$ cat src/rtl/cfv_pkg.sv
// package: register map, field layout, codes and carriers of the CAN FIFO and vector status block
package cfv_pkg;

   // ----------------------------------------
   // register offsets (byte addresses)
   // ----------------------------------------
   localparam logic [7:0] ADDR_FILT_DEPTH = 8'h00;
   localparam logic [7:0] ADDR_EVT_CODE = 8'h04;
   localparam logic [7:0] ADDR_FIFO_SETUP = 8'h08;
   localparam logic [7:0] ADDR_FIFO_PTRS = 8'h0C;
   localparam logic [7:0] ADDR_IRQ_STAT = 8'h10;
   localparam logic [7:0] ADDR_IRQ_CLR = 8'h14;
   localparam logic [7:0] ADDR_IRQ_EN = 8'h18;
   localparam logic [7:0] ADDR_FIFO_RELEASE = 8'h1C;
   localparam logic [7:0] ADDR_HEAD_FILT = 8'h20;

   // ----------------------------------------
   // field positions
   // ----------------------------------------
   localparam int FILT_CNT_LSB = 0;
   localparam int FILT_HIT_LSB = 8;
   localparam int EVT_CODE_LSB = 0;
   localparam int POOL_SZ_LSB = 13;
   localparam int FIRST_BUF_LSB = 0;
   localparam int WR_PTR_LSB = 8;
   localparam int RD_PTR_LSB = 0;

   // ----------------------------------------
   // reset values and limits
   // ----------------------------------------
   localparam logic [4:0] FILT_CNT_RST = 5'h00;
   localparam logic [4:0] FILT_CNT_MAX = 5'h11;
   localparam logic [4:0] FILT_HIT_RST = 5'h00;
   localparam logic [2:0] POOL_SZ_RST = 3'h0;
   localparam logic [4:0] FIRST_BUF_RST = 5'h00;
   localparam logic [5:0] IRQ_EN_RST = 6'h00;
   localparam int PAYLOAD_BITS = 18;

   // ----------------------------------------
   // pending event codes
   // ----------------------------------------
   localparam logic [6:0] CODE_NONE = 7'h40;
   localparam logic [6:0] CODE_ERR = 7'h41;
   localparam logic [6:0] CODE_WAKE = 7'h42;
   localparam logic [6:0] CODE_OVF = 7'h43;
   localparam logic [6:0] CODE_AFULL = 7'h44;
   localparam logic [5:0] CODE_BUF_MAX = 6'h0F;

   // ----------------------------------------
   // interrupt status bit positions
   // ----------------------------------------
   localparam int IRQ_TX = 0;
   localparam int IRQ_RX = 1;
   localparam int IRQ_OVF = 2;
   localparam int IRQ_AFULL = 3;
   localparam int IRQ_ERR = 4;
   localparam int IRQ_WAKE = 5;

   // ----------------------------------------
   // carriers
   // ----------------------------------------
   typedef struct packed {
      logic wr;
      logic rd;
      logic [7:0] addr;
      logic [15:0] wdata;
   } cfv_bus_t;

   typedef struct packed {
      logic valid;
      logic [3:0] filt_idx;
      logic id_ok;
      logic [17:0] extended_identifier;
      logic [23:0] data;
   } cfv_acc_t;

   typedef struct packed {
      logic err;
      logic wake;
      logic rx_store;
      logic tx_done;
      logic [2:0] tx_buf;
   } cfv_evt_t;

endpackage

$ cat src/rtl/cfv_mem.sv
// memory: filter index remembered for each buffer of the pool
`timescale 1ns/100ps
module cfv_mem (
   // clock and reset
   input wire logic core_clk_i,
   input wire logic rst_i,
   input wire logic ce_i,
   // write side
   input wire logic wr_i,
   input wire logic [4:0] wr_addr_i,
   input wire logic [4:0] wr_data_i,
   // read side
   input wire logic [4:0] rd_addr_i,
   output logic [4:0] rd_data_o
);

   logic [4:0] mem_reg [0:31];

   // array has no reset: its content is only meaningful once written
   always_ff @(posedge core_clk_i) begin
      if (ce_i && wr_i) begin
         mem_reg[wr_addr_i] <= wr_data_i;
      end
   end

   // registered read data
   always_ff @(posedge core_clk_i or posedge rst_i) begin
      if (rst_i) begin
         rd_data_o <= 5'h00;
      end else if (ce_i) begin
         rd_data_o <= mem_reg[rd_addr_i];
      end
   end

endmodule // cfv_mem

$ cat src/rtl/cfv_top.sv
// top: payload filter depth, event code vector, buffer pool and receive FIFO pointers
//
// Local design decisions: the address map and the strobed register port.
`timescale 1ns/100ps
module cfv_top (
   // clock, reset, enable
   input wire logic core_clk_i,
   input wire logic rst_i,
   input wire logic ce_i,
   // register port
   input wire cfv_pkg::cfv_bus_t bus_i,
   output logic [15:0] rd_data_o,
   // acceptance check request and result
   input wire cfv_pkg::cfv_acc_t acc_i,
   output logic accept_o,
   output logic [4:0] hit_idx_o,
   // controller events and buffer target
   input wire cfv_pkg::cfv_evt_t evt_i,
   output logic [5:0] wr_buf_o,
   // interrupt
   output logic irq_o
);

   // ------------------------------------------------------------
   // functions
   // ------------------------------------------------------------

   // last buffer number of the pool for a size code
   function automatic logic [5:0] pool_last(input logic [2:0] sz);
      logic [5:0] last;
      case (sz)
         3'h0: last = 6'h03;
         3'h1: last = 6'h05;
         3'h2: last = 6'h07;
         3'h3: last = 6'h0B;
         3'h4: last = 6'h0F;
         3'h5: last = 6'h17;
         3'h6: last = 6'h1F;
         default: last = 6'h1F; // reserved code behaves as the largest pool
      endcase
      return last;
   endfunction

   // advance a FIFO pointer, wrapping to the area start
   function automatic logic [5:0] ptr_next(input logic [5:0] p, input logic [5:0] last,
                                           input logic [4:0] first);
      logic [5:0] n;
      if (p >= last) begin
         n = {1'b0, first};
      end else begin
         n = p + 6'h01;
      end
      return n;
   endfunction

   // payload compare: data bit i (byte 1 bit 7 downward) against identifier bit i
   function automatic logic payload_ok(input logic [4:0] cnt, input logic [17:0] extended_identifier,
                                       input logic [23:0] data);
      logic ok;
      ok = 1'b1;
      for (int i = 0; i < cfv_pkg::PAYLOAD_BITS; i++) begin
         // count 00000 selects no bit at all, count one only bit 0
         if ((i < int'(cnt)) || ((cnt == cfv_pkg::FILT_CNT_MAX) && (i == 17))) begin
            if (data[23-i] != extended_identifier[i]) begin
               ok = 1'b0;
            end
         end
      end
      return ok;
   endfunction

   // write strobe decode for one register
   function automatic logic wr_at(input cfv_pkg::cfv_bus_t b, input logic [7:0] a);
      return b.wr && (b.addr == a);
   endfunction

   // ------------------------------------------------------------
   // declarations
   // ------------------------------------------------------------
   logic [4:0] filt_cnt_reg;
   logic [4:0] filt_hit_reg;
   logic [2:0] pool_sz_reg;
   logic [4:0] first_buf_reg;
   logic [5:0] irq_en_reg;
   logic [5:0] irq_stat_reg;
   logic [5:0] irq_stat_next;
   logic [5:0] wp_reg;
   logic [5:0] rp_reg;
   logic [5:0] cnt_reg;
   logic [5:0] cnt_next;
   logic afull_reg;
   logic afull_next;
   logic [5:0] rx_buf_reg;
   logic [2:0] tx_buf_reg;
   logic [6:0] code_reg;
   logic [6:0] code_next;
   logic [15:0] rd_data_next;
   logic [4:0] head_filt;
   logic [5:0] last_buf;
   logic [5:0] area_len;
   logic setup_wr;
   logic fifo_full;
   logic store;
   logic overflow;
   logic pop;
   logic [5:0] irq_clr;
   logic [5:0] irq_set;
   logic [5:0] irq_act;

   // ------------------------------------------------------------
   // configuration registers
   // ------------------------------------------------------------

   // only the low five bits of the depth register exist
   always_ff @(posedge core_clk_i or posedge rst_i) begin
      if (rst_i) begin
         filt_cnt_reg <= cfv_pkg::FILT_CNT_RST;
      end else if (ce_i && wr_at(bus_i, cfv_pkg::ADDR_FILT_DEPTH)) begin
         filt_cnt_reg <= bus_i.wdata[cfv_pkg::FILT_CNT_LSB +: 5]; // values above 10001 are the writer's fault
      end
   end

   // pool size and area start; a write also restarts the FIFO
   always_ff @(posedge core_clk_i or posedge rst_i) begin
      if (rst_i) begin
         pool_sz_reg <= cfv_pkg::POOL_SZ_RST;
         first_buf_reg <= cfv_pkg::FIRST_BUF_RST;
      end else if (ce_i && setup_wr) begin
         pool_sz_reg <= bus_i.wdata[cfv_pkg::POOL_SZ_LSB +: 3];
         first_buf_reg <= bus_i.wdata[cfv_pkg::FIRST_BUF_LSB +: 5];
      end
   end

   // interrupt enable register
   always_ff @(posedge core_clk_i or posedge rst_i) begin
      if (rst_i) begin
         irq_en_reg <= cfv_pkg::IRQ_EN_RST;
      end else if (ce_i && wr_at(bus_i, cfv_pkg::ADDR_IRQ_EN)) begin
         irq_en_reg <= bus_i.wdata[5:0];
      end
   end

   // ------------------------------------------------------------
   // acceptance filtering
   // ------------------------------------------------------------

   // the identifier match comes from the filter bank; here only the payload part is added
   always_ff @(posedge core_clk_i or posedge rst_i) begin
      if (rst_i) begin
         accept_o <= 1'b0;
         filt_hit_reg <= cfv_pkg::FILT_HIT_RST;
      end else if (ce_i) begin
         accept_o <= acc_i.valid && acc_i.id_ok && payload_ok(filt_cnt_reg, acc_i.extended_identifier, acc_i.data);
         if (acc_i.valid && acc_i.id_ok && payload_ok(filt_cnt_reg, acc_i.extended_identifier, acc_i.data)) begin
            filt_hit_reg <= {1'b0, acc_i.filt_idx}; // four bit index keeps codes 10000 up unused
         end
      end
   end

   assign hit_idx_o = filt_hit_reg;

   // ------------------------------------------------------------
   // FIFO area bookkeeping
   // ------------------------------------------------------------
   assign setup_wr = wr_at(bus_i, cfv_pkg::ADDR_FIFO_SETUP);
   assign last_buf = pool_last(pool_sz_reg);

   // an area start past the pool end leaves an empty area: every store overflows
   always_comb begin
      if (last_buf >= {1'b0, first_buf_reg}) begin
         area_len = 6'(last_buf - {1'b0, first_buf_reg} + 6'h01);
      end else begin
         area_len = 6'h00;
      end
   end

   assign fifo_full = (cnt_reg >= area_len);
   assign store = evt_i.rx_store && !fifo_full;
   assign overflow = evt_i.rx_store && fifo_full;
   assign pop = wr_at(bus_i, cfv_pkg::ADDR_FIFO_RELEASE) && (cnt_reg != 6'h00);

   // fill level; a store and a release in one cycle cancel
   always_comb begin
      cnt_next = cnt_reg;
      if (store && !pop) begin
         cnt_next = cnt_reg + 6'h01;
      end else if (pop && !store) begin
         cnt_next = cnt_reg - 6'h01;
      end
      afull_next = (area_len != 6'h00) && ((cnt_next + 6'h01) >= area_len);
   end

   // pointers and fill level; setup write wins since it redefines the area
   always_ff @(posedge core_clk_i or posedge rst_i) begin
      if (rst_i) begin
         wp_reg <= 6'h00;
         rp_reg <= 6'h00;
         cnt_reg <= 6'h00;
         afull_reg <= 1'b0;
      end else if (ce_i) begin
         if (setup_wr) begin
            wp_reg <= {1'b0, bus_i.wdata[cfv_pkg::FIRST_BUF_LSB +: 5]};
            rp_reg <= {1'b0, bus_i.wdata[cfv_pkg::FIRST_BUF_LSB +: 5]};
            cnt_reg <= 6'h00;
            afull_reg <= 1'b0;
         end else begin
            if (store) begin
               wp_reg <= ptr_next(wp_reg, last_buf, first_buf_reg);
            end
            if (pop) begin
               rp_reg <= ptr_next(rp_reg, last_buf, first_buf_reg);
            end
            cnt_reg <= cnt_next;
            afull_reg <= afull_next;
         end
      end
   end

   assign wr_buf_o = wp_reg;

   // filter number of each stored message, looked up at the read pointer
   cfv_mem u_mem (
      .core_clk_i(core_clk_i),
      .rst_i(rst_i),
      .ce_i(ce_i),
      .wr_i(store),
      .wr_addr_i(wp_reg[4:0]),
      .wr_data_i(filt_hit_reg),
      .rd_addr_i(rp_reg[4:0]),
      .rd_data_o(head_filt)
   );

   // ------------------------------------------------------------
   // interrupt status
   // ------------------------------------------------------------

   // buffer numbers of the latest receive and transmit events
   always_ff @(posedge core_clk_i or posedge rst_i) begin
      if (rst_i) begin
         rx_buf_reg <= 6'h00;
         tx_buf_reg <= 3'h0;
      end else if (ce_i) begin
         if (store) begin
            rx_buf_reg <= wp_reg;
         end
         if (evt_i.tx_done) begin
            tx_buf_reg <= evt_i.tx_buf;
         end
      end
   end

   // event sources and software clears
   always_comb begin
      irq_set = 6'h00;
      irq_set[cfv_pkg::IRQ_TX] = evt_i.tx_done;
      irq_set[cfv_pkg::IRQ_RX] = store;
      irq_set[cfv_pkg::IRQ_OVF] = overflow;
      irq_set[cfv_pkg::IRQ_AFULL] = afull_next && !afull_reg && !setup_wr;
      irq_set[cfv_pkg::IRQ_ERR] = evt_i.err;
      irq_set[cfv_pkg::IRQ_WAKE] = evt_i.wake;
      irq_clr = wr_at(bus_i, cfv_pkg::ADDR_IRQ_CLR) ? bus_i.wdata[5:0] : 6'h00;
      // a set in the clearing cycle survives
      irq_stat_next = (irq_stat_reg & ~irq_clr) | irq_set;
   end

   always_ff @(posedge core_clk_i or posedge rst_i) begin
      if (rst_i) begin
         irq_stat_reg <= 6'h00;
      end else if (ce_i) begin
         irq_stat_reg <= irq_stat_next;
      end
   end

   assign irq_act = irq_stat_next & irq_en_reg;

   // ------------------------------------------------------------
   // pending event code
   // ------------------------------------------------------------

   // fixed priority: error, wake-up, overflow, almost full, receive, transmit
   always_comb begin
      code_next = cfv_pkg::CODE_NONE;
      if (irq_act[cfv_pkg::IRQ_ERR]) begin
         code_next = cfv_pkg::CODE_ERR;
      end else if (irq_act[cfv_pkg::IRQ_WAKE]) begin
         code_next = cfv_pkg::CODE_WAKE;
      end else if (irq_act[cfv_pkg::IRQ_OVF]) begin
         code_next = cfv_pkg::CODE_OVF;
      end else if (irq_act[cfv_pkg::IRQ_AFULL]) begin
         code_next = cfv_pkg::CODE_AFULL;
      end else if (irq_act[cfv_pkg::IRQ_RX] && (rx_buf_reg <= cfv_pkg::CODE_BUF_MAX)) begin
         code_next = {1'b0, rx_buf_reg}; // buffers past 15 have no code
      end else if (irq_act[cfv_pkg::IRQ_TX]) begin
         code_next = {4'h0, tx_buf_reg};
      end
   end

   // code and interrupt line are registered on the same edge as the status
   always_ff @(posedge core_clk_i or posedge rst_i) begin
      if (rst_i) begin
         code_reg <= cfv_pkg::CODE_NONE;
         irq_o <= 1'b0;
      end else if (ce_i) begin
         code_reg <= code_next;
         irq_o <= |irq_act;
      end
   end

   // ------------------------------------------------------------
   // register read
   // ------------------------------------------------------------

   // every field not placed below stays zero
   always_comb begin
      rd_data_next = 16'h0000;
      case (bus_i.addr)
         cfv_pkg::ADDR_FILT_DEPTH: begin
            rd_data_next[cfv_pkg::FILT_CNT_LSB +: 5] = filt_cnt_reg;
         end
         cfv_pkg::ADDR_EVT_CODE: begin
            rd_data_next[cfv_pkg::FILT_HIT_LSB +: 5] = filt_hit_reg;
            rd_data_next[cfv_pkg::EVT_CODE_LSB +: 7] = code_reg;
         end
         cfv_pkg::ADDR_FIFO_SETUP: begin
            rd_data_next[cfv_pkg::POOL_SZ_LSB +: 3] = pool_sz_reg;
            rd_data_next[cfv_pkg::FIRST_BUF_LSB +: 5] = first_buf_reg;
         end
         cfv_pkg::ADDR_FIFO_PTRS: begin
            rd_data_next[cfv_pkg::WR_PTR_LSB +: 6] = wp_reg;
            rd_data_next[cfv_pkg::RD_PTR_LSB +: 6] = rp_reg;
         end
         cfv_pkg::ADDR_IRQ_STAT: begin
            rd_data_next[5:0] = irq_stat_reg;
         end
         cfv_pkg::ADDR_IRQ_EN: begin
            rd_data_next[5:0] = irq_en_reg;
         end
         cfv_pkg::ADDR_HEAD_FILT: begin
            rd_data_next[4:0] = head_filt;
         end
         default: begin
            rd_data_next = 16'h0000; // write-only and unmapped words read zero
         end
      endcase
   end

   // read data stand only in the cycle after the strobe
   always_ff @(posedge core_clk_i or posedge rst_i) begin
      if (rst_i) begin
         rd_data_o <= 16'h0000;
      end else if (ce_i) begin
         rd_data_o <= bus_i.rd ? rd_data_next : 16'h0000;
      end
   end

endmodule // cfv_top

$ cat config.mk
export PLATFORM = sky130hd
export DESIGN_NAME = cfv_top
export DESIGN_NICKNAME = d
export VERILOG_FILES = /design/src/rtl/cfv_pkg.sv /design/src/rtl/cfv_mem.sv /design/src/rtl/cfv_top.sv
export SDC_FILE = /design/constraint.sdc
export NUM_CORES = 1
export LEC_CHECK = 0
export ABC_AREA = 1
export BUFFER_PORTS_ARGS = -buffer_cell sky130_fd_sc_hd__clkbuf_2
export CAP_MARGIN = 30
export CELL_PAD_IN_SITES_DETAIL_PLACEMENT = 0
export CELL_PAD_IN_SITES_GLOBAL_PLACEMENT = 2
export CORE_MARGIN = 2
export CORE_UTILIZATION = 30
export DETAILED_ROUTE_END_ITERATION = 12
export PLACE_DENSITY_LB_ADDON = 0.08
export RECOVER_POWER = 100
export SYNTH_ARGS = -nofsm -noshare
export SYNTH_HDL_FRONTEND = slang
export SYNTH_SLANG_ARGS = --single-unit
$ cat constraint.sdc
create_clock -name core_clk_i -period 5.4 [get_ports core_clk_i]
set_input_delay 0.54 -clock core_clk_i [delete_from_list [all_inputs] [get_ports core_clk_i]]
set_output_delay 0.54 -clock core_clk_i [all_outputs]
set_load 0.01 [all_outputs]
==> run summary, run 1 <==
status -> finished with violations
failing checks -> max-capacitance violations, max-slew violations
GRT Overall Usage -> 18.0%
Gate power share -> 28.8%
unique cell type count in the Yosys netlist -> 54
NetSw -> 1.81 mW
# IOs -> 113
relative slew slack -> -80.3%
area delta synth->final -> 20.6%
synthesized area per cell -> 9.65 sq um
DR vias/cell -> 4.93
Residual DRC -> 0
ys async rst share -> 39.9%
Synth Cell Area -> 10,800 sq um
fin area -> 13,000 sq um
Clock Power Share -> 31.9%
routed len/inst -> 19.6 microns
TritonCTS Buffers -> 24
pin count of the biggest net entering global routing -> 68
Reg clk slew, reported paths -> 0.06 ns
Worst IR Drop VDD -> 266 uV
core area -> 35,500 sq um
Die H -> 193 microns
# setup viols final -> 0
initial antenna violation count -> 0
dominant synthesized flop cell -> edfxtp_1
Crit path top cell by count -> inv_1
DR pass1 iterations -> 5
Critical Path Start Type -> flip-flop
CP max-delay cell -> dfrtp_1
Pins Over Slew Limit -> 123
Max clock buf depth -> 3
die area -> 37,400 sq um
Switching Fraction -> 34.5%
grt total ovfl -> 0
worst setup path class -> reg2reg
Final Hold Viols -> 0
Clock Sink Count -> 213
largest area contributor in the netlist -> edfxtp_1
pwr dens -> 405 nW/um^2
commonest non-fill, non-tap cell in the layout -> nand2_1
number of synthesis warnings -> 0
Leak -> 5.22 nW
Worst setup EP type -> flip-flop
Max Clock Skew -> 0.0179 ns
Die Wd -> 193 microns
Design Power -> 5.25 mW
crit path time final -> 5.09 ns
worst-path maximum fanout -> 5
CTS root buf -> clkbuf_16
detailed-route via count -> 8,531
unrepaired setup endpoints after global routing -> yes
area fraction of the dominant cell type after synthesis -> 35.7%
EDFF count, synth -> 128
multi-input logic area -> 4330 sq um
leading cell types in the layout, fill and taps excluded -> 172 x nand2_1, 145 x nor2_1, 128 x edfxtp_1, 127 x o21ai_0, 86 x inv_1
Fillers -> 3,660
DP Area -> 12,000 sq um
measured slew at the worst slew-check pin -> 2.70 ns
vias in the first global route -> 8,684
Seq. cell area -> 5970 sq um
Synth area leaders -> edfxtp_1 36%, dfrtp_1 20%, nand2_1 6.1%, o21ai_0 5.9%, nor2_1 5.0%
hold buffers post-CTS -> 0
Final nets -> 1,373
Buf+Inv Stages, Crit Path -> 8
# rows -> 69
H-tree lvl count -> 1
port bufs -> 97
biggest cell delay along the critical path -> 0.40 ns
# placed instances -> 1,679
n_diodes -> 0
part of the power in registers -> 39.2%
initial core utilization -> 30.3%
max-cap violations -> 3
Placer Congestion -> 0.762
first-pass GRT wire length -> 52,300 microns
max reg flops -> 128
setup slack, reg-to-reg -> 0.31 ns
drt initial violations -> 561
crit path DAT -> 5.51 ns
Worst Path Required -> 5.82 ns
cell internal pwr -> 3.44 mW
Worst path top cell family by delay -> simple AND/OR/NAND/NOR gates
fin cells -> 1,732
period utilization -> 94.3%
register bit total from synthesis -> 213
final wirelength -> 33,900 microns
Cells after Synth -> 1,115
fmax -> 0.196 GHz
CTS tree -> built
ANT nets after route -> 0
Seq/Total Area, Yosys -> 55.5%
DP Wirelength -> 23,800 microns
Tightest Hold Check Type -> in2reg
share of cells above drive strength 1 -> 18.5%
Clock Latency Late Sink -> 0.54 ns
kinds of logic (layout without fill, tap and decap cells):
group	after synthesis	count (layout)	synth area share, %
flip-flops	213	213	55.5
buffers and inverters	148	303	5.31
XOR/XNOR	35	35	2.99
adder cells (fa/ha/maj)	36	36	4.33
AO/OA/AOI/OAI	273	273	15.3
multiplexers	2	2	0.209
other	1	2	0.0349
AND/OR/NAND/NOR	407	407	16.3
tightest hold or removal path, stage by stage:
cell,delay (ns)
clkbuf_2,0.08
inv_1,0.04
o21ai_1,0.06
layer usage:
metal | wire length [microns] | track usage, % | vias to the layer above
met5 | 0 | 0 | -
met4 | 529 | 3.79 | 0
met3 | 1160 | 2.00 | 32
met2 | 15500 | 28.5 | 158
met1 | 16700 | 26.6 | 4195
li1 | - | - | 4146
cell type report:
class | count | area share (%)
timing repair buffer | 152 | 6.67
multi-input combinational | 755 | 33.4
inverter | 107 | 3.14
clock buffer | 29 | 5.08
clock inverter | 15 | 1.20
tap | 461 | 4.45
sequential | 213 | 46.1
stage by stage:
stage / setup WS, ns / setup TNS, ns / hold slack, ns / utilization, %
2_1_floorplan: 0.350 / 0 / 0.445 / -
3_3_place_gp: -0.0743 / -0.112 / 0.460 / 33.8
3_5_place_dp: -0.0861 / -0.127 / 0.466 / 33.9
4_1_cts: 0.0395 / 0 / 0.0994 / 36.3
5_1_grt: -0.109 / -0.276 / 0.221 / 36.6
6_report: 0.309 / 0 / 0.218 / 36.6
cell usage after synthesis (7+ instances only):
cell / n
inv_2: 11
edfxtp_1: 128
xnor2_1: 8
a31oi_1: 14
clkbuf_1: 33
dfrtp_1: 84
nor2_2: 9
ha_1: 34
nand2_1: 174
inv_1: 89
a21oi_1: 37
nor2_1: 143
o221ai_1: 17
nand3_1: 53
nand2_2: 7
xor2_1: 25
o21ai_0: 127
o22ai_1: 38
worst paths after layout:
path | end | cells past startpoint | start
max in group asynchronous | cnt_reg[4] | 3 | rst_i
worst min-delay path | hit_idx_o[2] | 3 | acc_i[45]
worst max register to register | irq_o | 37 | pool_sz_reg[1]
worst max-delay path | irq_o | 37 | pool_sz_reg[1]
worst min register to register | rd_data_o[11] | 2 | rd_data_o[11]
min in group asynchronous | rd_data_o[8] | 2 | rst_i
timing repair:
action                                  CTS  global route
resized for setup                         6            25
cloned                                    0             0
endpoints found under the setup margin    5             8
endpoints found under the hold margin     0             0
pin swaps                                 3            18
buffers inserted                          2             7
power groups by stage:
stage,Clock (mW),Sequential [mW],Combinational [mW]
after global routing,1.77,2.08,1.71
final,1.67,2.06,1.51
after floorplan,0,2.04,0.877
after CTS,1.72,2.06,1.44
after detailed placement,0,2.09,1.41
after global placement,0,2.09,1.40
Power figures use the tool's default switching activity.
==> run 2, diff against run 1 <==
--- a/config.mk
+++ b/config.mk
@@ -5,7 +5,6 @@
 export SDC_FILE = /design/constraint.sdc
 export NUM_CORES = 1
 export LEC_CHECK = 0
-export ABC_AREA = 1
 export BUFFER_PORTS_ARGS = -buffer_cell sky130_fd_sc_hd__clkbuf_2
 export CAP_MARGIN = 30
 export CELL_PAD_IN_SITES_DETAIL_PLACEMENT = 0
==> run 2 against run 1 <==
The flow still finishes with violations (max-capacitance violations, max-slew violations). Synthesized cell count fell by 25%. Sequential share of layout area is 0.89 points lower. Highest routed layer unchanged. Critical endpoint is now code_reg[2]. Via count decreased by 11%.
==> run summary, run 2 <==
status -> finished with violations
failing checks -> max-capacitance violations, max-slew violations
area fraction of the dominant cell type after synthesis -> 35.5%
Pins Over Slew Limit -> 107
n_diodes -> 0
fin cells -> 1,472
area delta synth->final -> 22.3%
most frequent cells after synthesis -> 128 x edfxtp_1, 84 x dfrtp_1, 65 x nor2_1
CTS root buf -> clkbuf_16
Worst IR Drop VDD -> 237 uV
Max clock buf depth -> 3
Final Hold Viols -> 0
Max Clock Skew -> 0.0200 ns
Synth Area in Simple Gates -> 10.4%
Die H -> 194 microns
routed len/inst -> 22.3 microns
drt initial violations -> 462
commonest non-fill, non-tap cell in the layout -> edfxtp_1
first-pass GRT wire length -> 50,200 microns
share of cells above drive strength 1 -> 27.7%
period utilization -> 99.5%
pwr dens -> 362 nW/um^2
initial antenna violation count -> 0
GRT Overall Usage -> 17.4%
fmax -> 0.186 GHz
TritonCTS Buffers -> 26
DP Wirelength -> 23,200 microns
final wirelength -> 32,800 microns
max-cap violations -> 3
CTS tree -> built
Cells after Synth -> 833
adder-cell share of the synthesized area -> 4.58%
EDFF count, synth -> 128
worst-path maximum fanout -> 6
crit path DAT -> 5.80 ns
count leader, synth -> edfxtp_1
Critical Path Start Type -> flip-flop
unique cell type count in the Yosys netlist -> 79
Worst setup EP type -> flip-flop
detailed-route via count -> 7,572
CP max-delay cell -> fa_1
Synth Cell Area -> 10,800 sq um
DR pass1 iterations -> 8
largest family of logic cells by synthesized area -> multiplexers
Seq/Total Area, Yosys -> 55.2%
fin util -> 37.2%
unrepaired setup endpoints after global routing -> yes
Clock Latency Late Sink -> 0.56 ns
core area -> 35,600 sq um
Die Wd -> 194 microns
Tightest Hold Check Type -> in2reg
worst setup path class -> reg2reg
Crit path top cell by count -> a21o_1
Reg clk slew, reported paths -> 0.06 ns
Final Hold Slack -> 0.202 ns
Leak -> 5.12 nW
measured slew at the worst slew-check pin -> 2.80 ns
Placer Congestion -> 0.798
leading cell types in the layout, fill and taps excluded -> 128 x edfxtp_1, 84 x dfrtp_1, 70 x clkbuf_2, 62 x nor2_1
ys async rst share -> 39.9%
# IOs -> 113
port bufs -> 97
XOR/XNOR Fraction of Synth Area -> 3.07%
initial core utilization -> 30.4%
vias in the first global route -> 8,093
relative slew slack -> -86.9%
Residual DRC -> 0
pin count of the biggest net entering global routing -> 51
# placed instances -> 1,413
Fillers -> 3,520
compound-gate portion of the synthesized area -> 11.1%
number of synthesis warnings -> 0
register bit total from synthesis -> 213
H-tree lvl count -> 1
Worst Path Required -> 5.83 ns
Design Power -> 4.79 mW
DR vias/cell -> 5.14
mux contribution to synthesized area -> 13.0%
biggest cell delay along the critical path -> 0.46 ns
Final nets -> 1,113
Synth area leaders -> edfxtp_1 36%, dfrtp_1 19%, mux4_2 8.3%, ha_1 3.9%, nor2_1 2.3%
grt total ovfl -> 0
largest area contributor in the netlist -> edfxtp_1
dominant synthesized flop cell -> edfxtp_1
die area -> 37,600 sq um
setup_tns -> 0 ns
# rows -> 69
Clock Sink Count -> 213
crit path time final -> 5.37 ns
max reg flops -> 128
ANT nets after route -> 0
# setup viols final -> 0
synthesized area per cell -> 13.0 sq um
## run 2: power breakdown
| group | internal, mW | total, mW | switching, mW |
|---|---|---|---|
| Clock | 0.962 | 1.67 | 0.711 |
| Combinational | 0.535 | 1.13 | 0.593 |
| Sequential | 1.80 | 1.99 | 0.189 |
| Total | 3.30 | 4.79 | 1.49 |
## run 2: worst paths after layout
path / slack, ns / start / cells past startpoint / to
worst max-delay path: 0.03 / pool_sz_reg[1] / 26 / code_reg[2]
worst min-delay path: 0.20 / acc_i[45] / 2 / hit_idx_o[2]
worst max register to register: 0.03 / pool_sz_reg[1] / 26 / code_reg[2]
worst min register to register: 0.49 / afull_reg / 1 / irq_stat_reg[3]
max in group asynchronous: 1.54 / rst_i / 5 / pool_sz_reg[0]
min in group asynchronous: 0.40 / rst_i / 3 / code_reg[4]
## run 2: what timing repair did
item | CTS | global route
endpoints found under the setup margin | 8 | 8
endpoints found under the hold margin | 0 | 2
pin swaps | 23 | 23
hold buffers | 0 | 1
gates resized for setup | 31 | 17
buffers inserted | 9 | 2
## run 2: logic make-up (layout without fill, tap and decap cells)
logic type      Yosys count  count (layout)
other cells               1               2
compound gates          169             169
mux                      86              86
flops                   213             213
fa+ha+maj                39              39
buf+inv                  68             245
xor+xnor                 37              37
simple gates            220             220
## run 2: final cells by class
class	count	area [sq um]	area share [%]
Clock buffer	31	689	5.21
Inverter	28	106	0.804
Clock inverter	15	136	1.03
Sequential cell	213	5970	45.2
Timing Repair Buffer	171	983	7.44
Tap cell	461	577	4.36
Multi-Input combinational cell	553	4760	36.0
## run 2: metrics by stage
| stage | area [sq um] | worst slack (ns) |
|---|---|---|
| floorplan | 10800 | 0.0388 |
| global placement | 12200 | -0.318 |
| detailed placement | 12200 | -0.453 |
| CTS | 13200 | 0.000770 |
| global route | 13200 | -0.257 |
| finish | 13200 | 0.0277 |
## run 2: worst max-delay path: cells and delay by family (launching register included)
family                   cells  cell delay, ns
adder cells (fa/ha/maj)      4            1.21
XOR/XNOR                     3            0.34
AO/OA/AOI/OAI               10            1.79
flip-flops                   1            0.39
AND/OR/NAND/NOR              4            0.57
multiplexers                 1            0.25
buffers and inverters        4            0.67
## run 2: routing by layer
layer	vias to the layer above	wire, microns	GRT usage (%)
li1	3514	-	-
met1	3839	14100	21.9
met2	167	16700	31.2
met3	52	1230	2.80
met4	0	816	4.15
met5	-	0	0
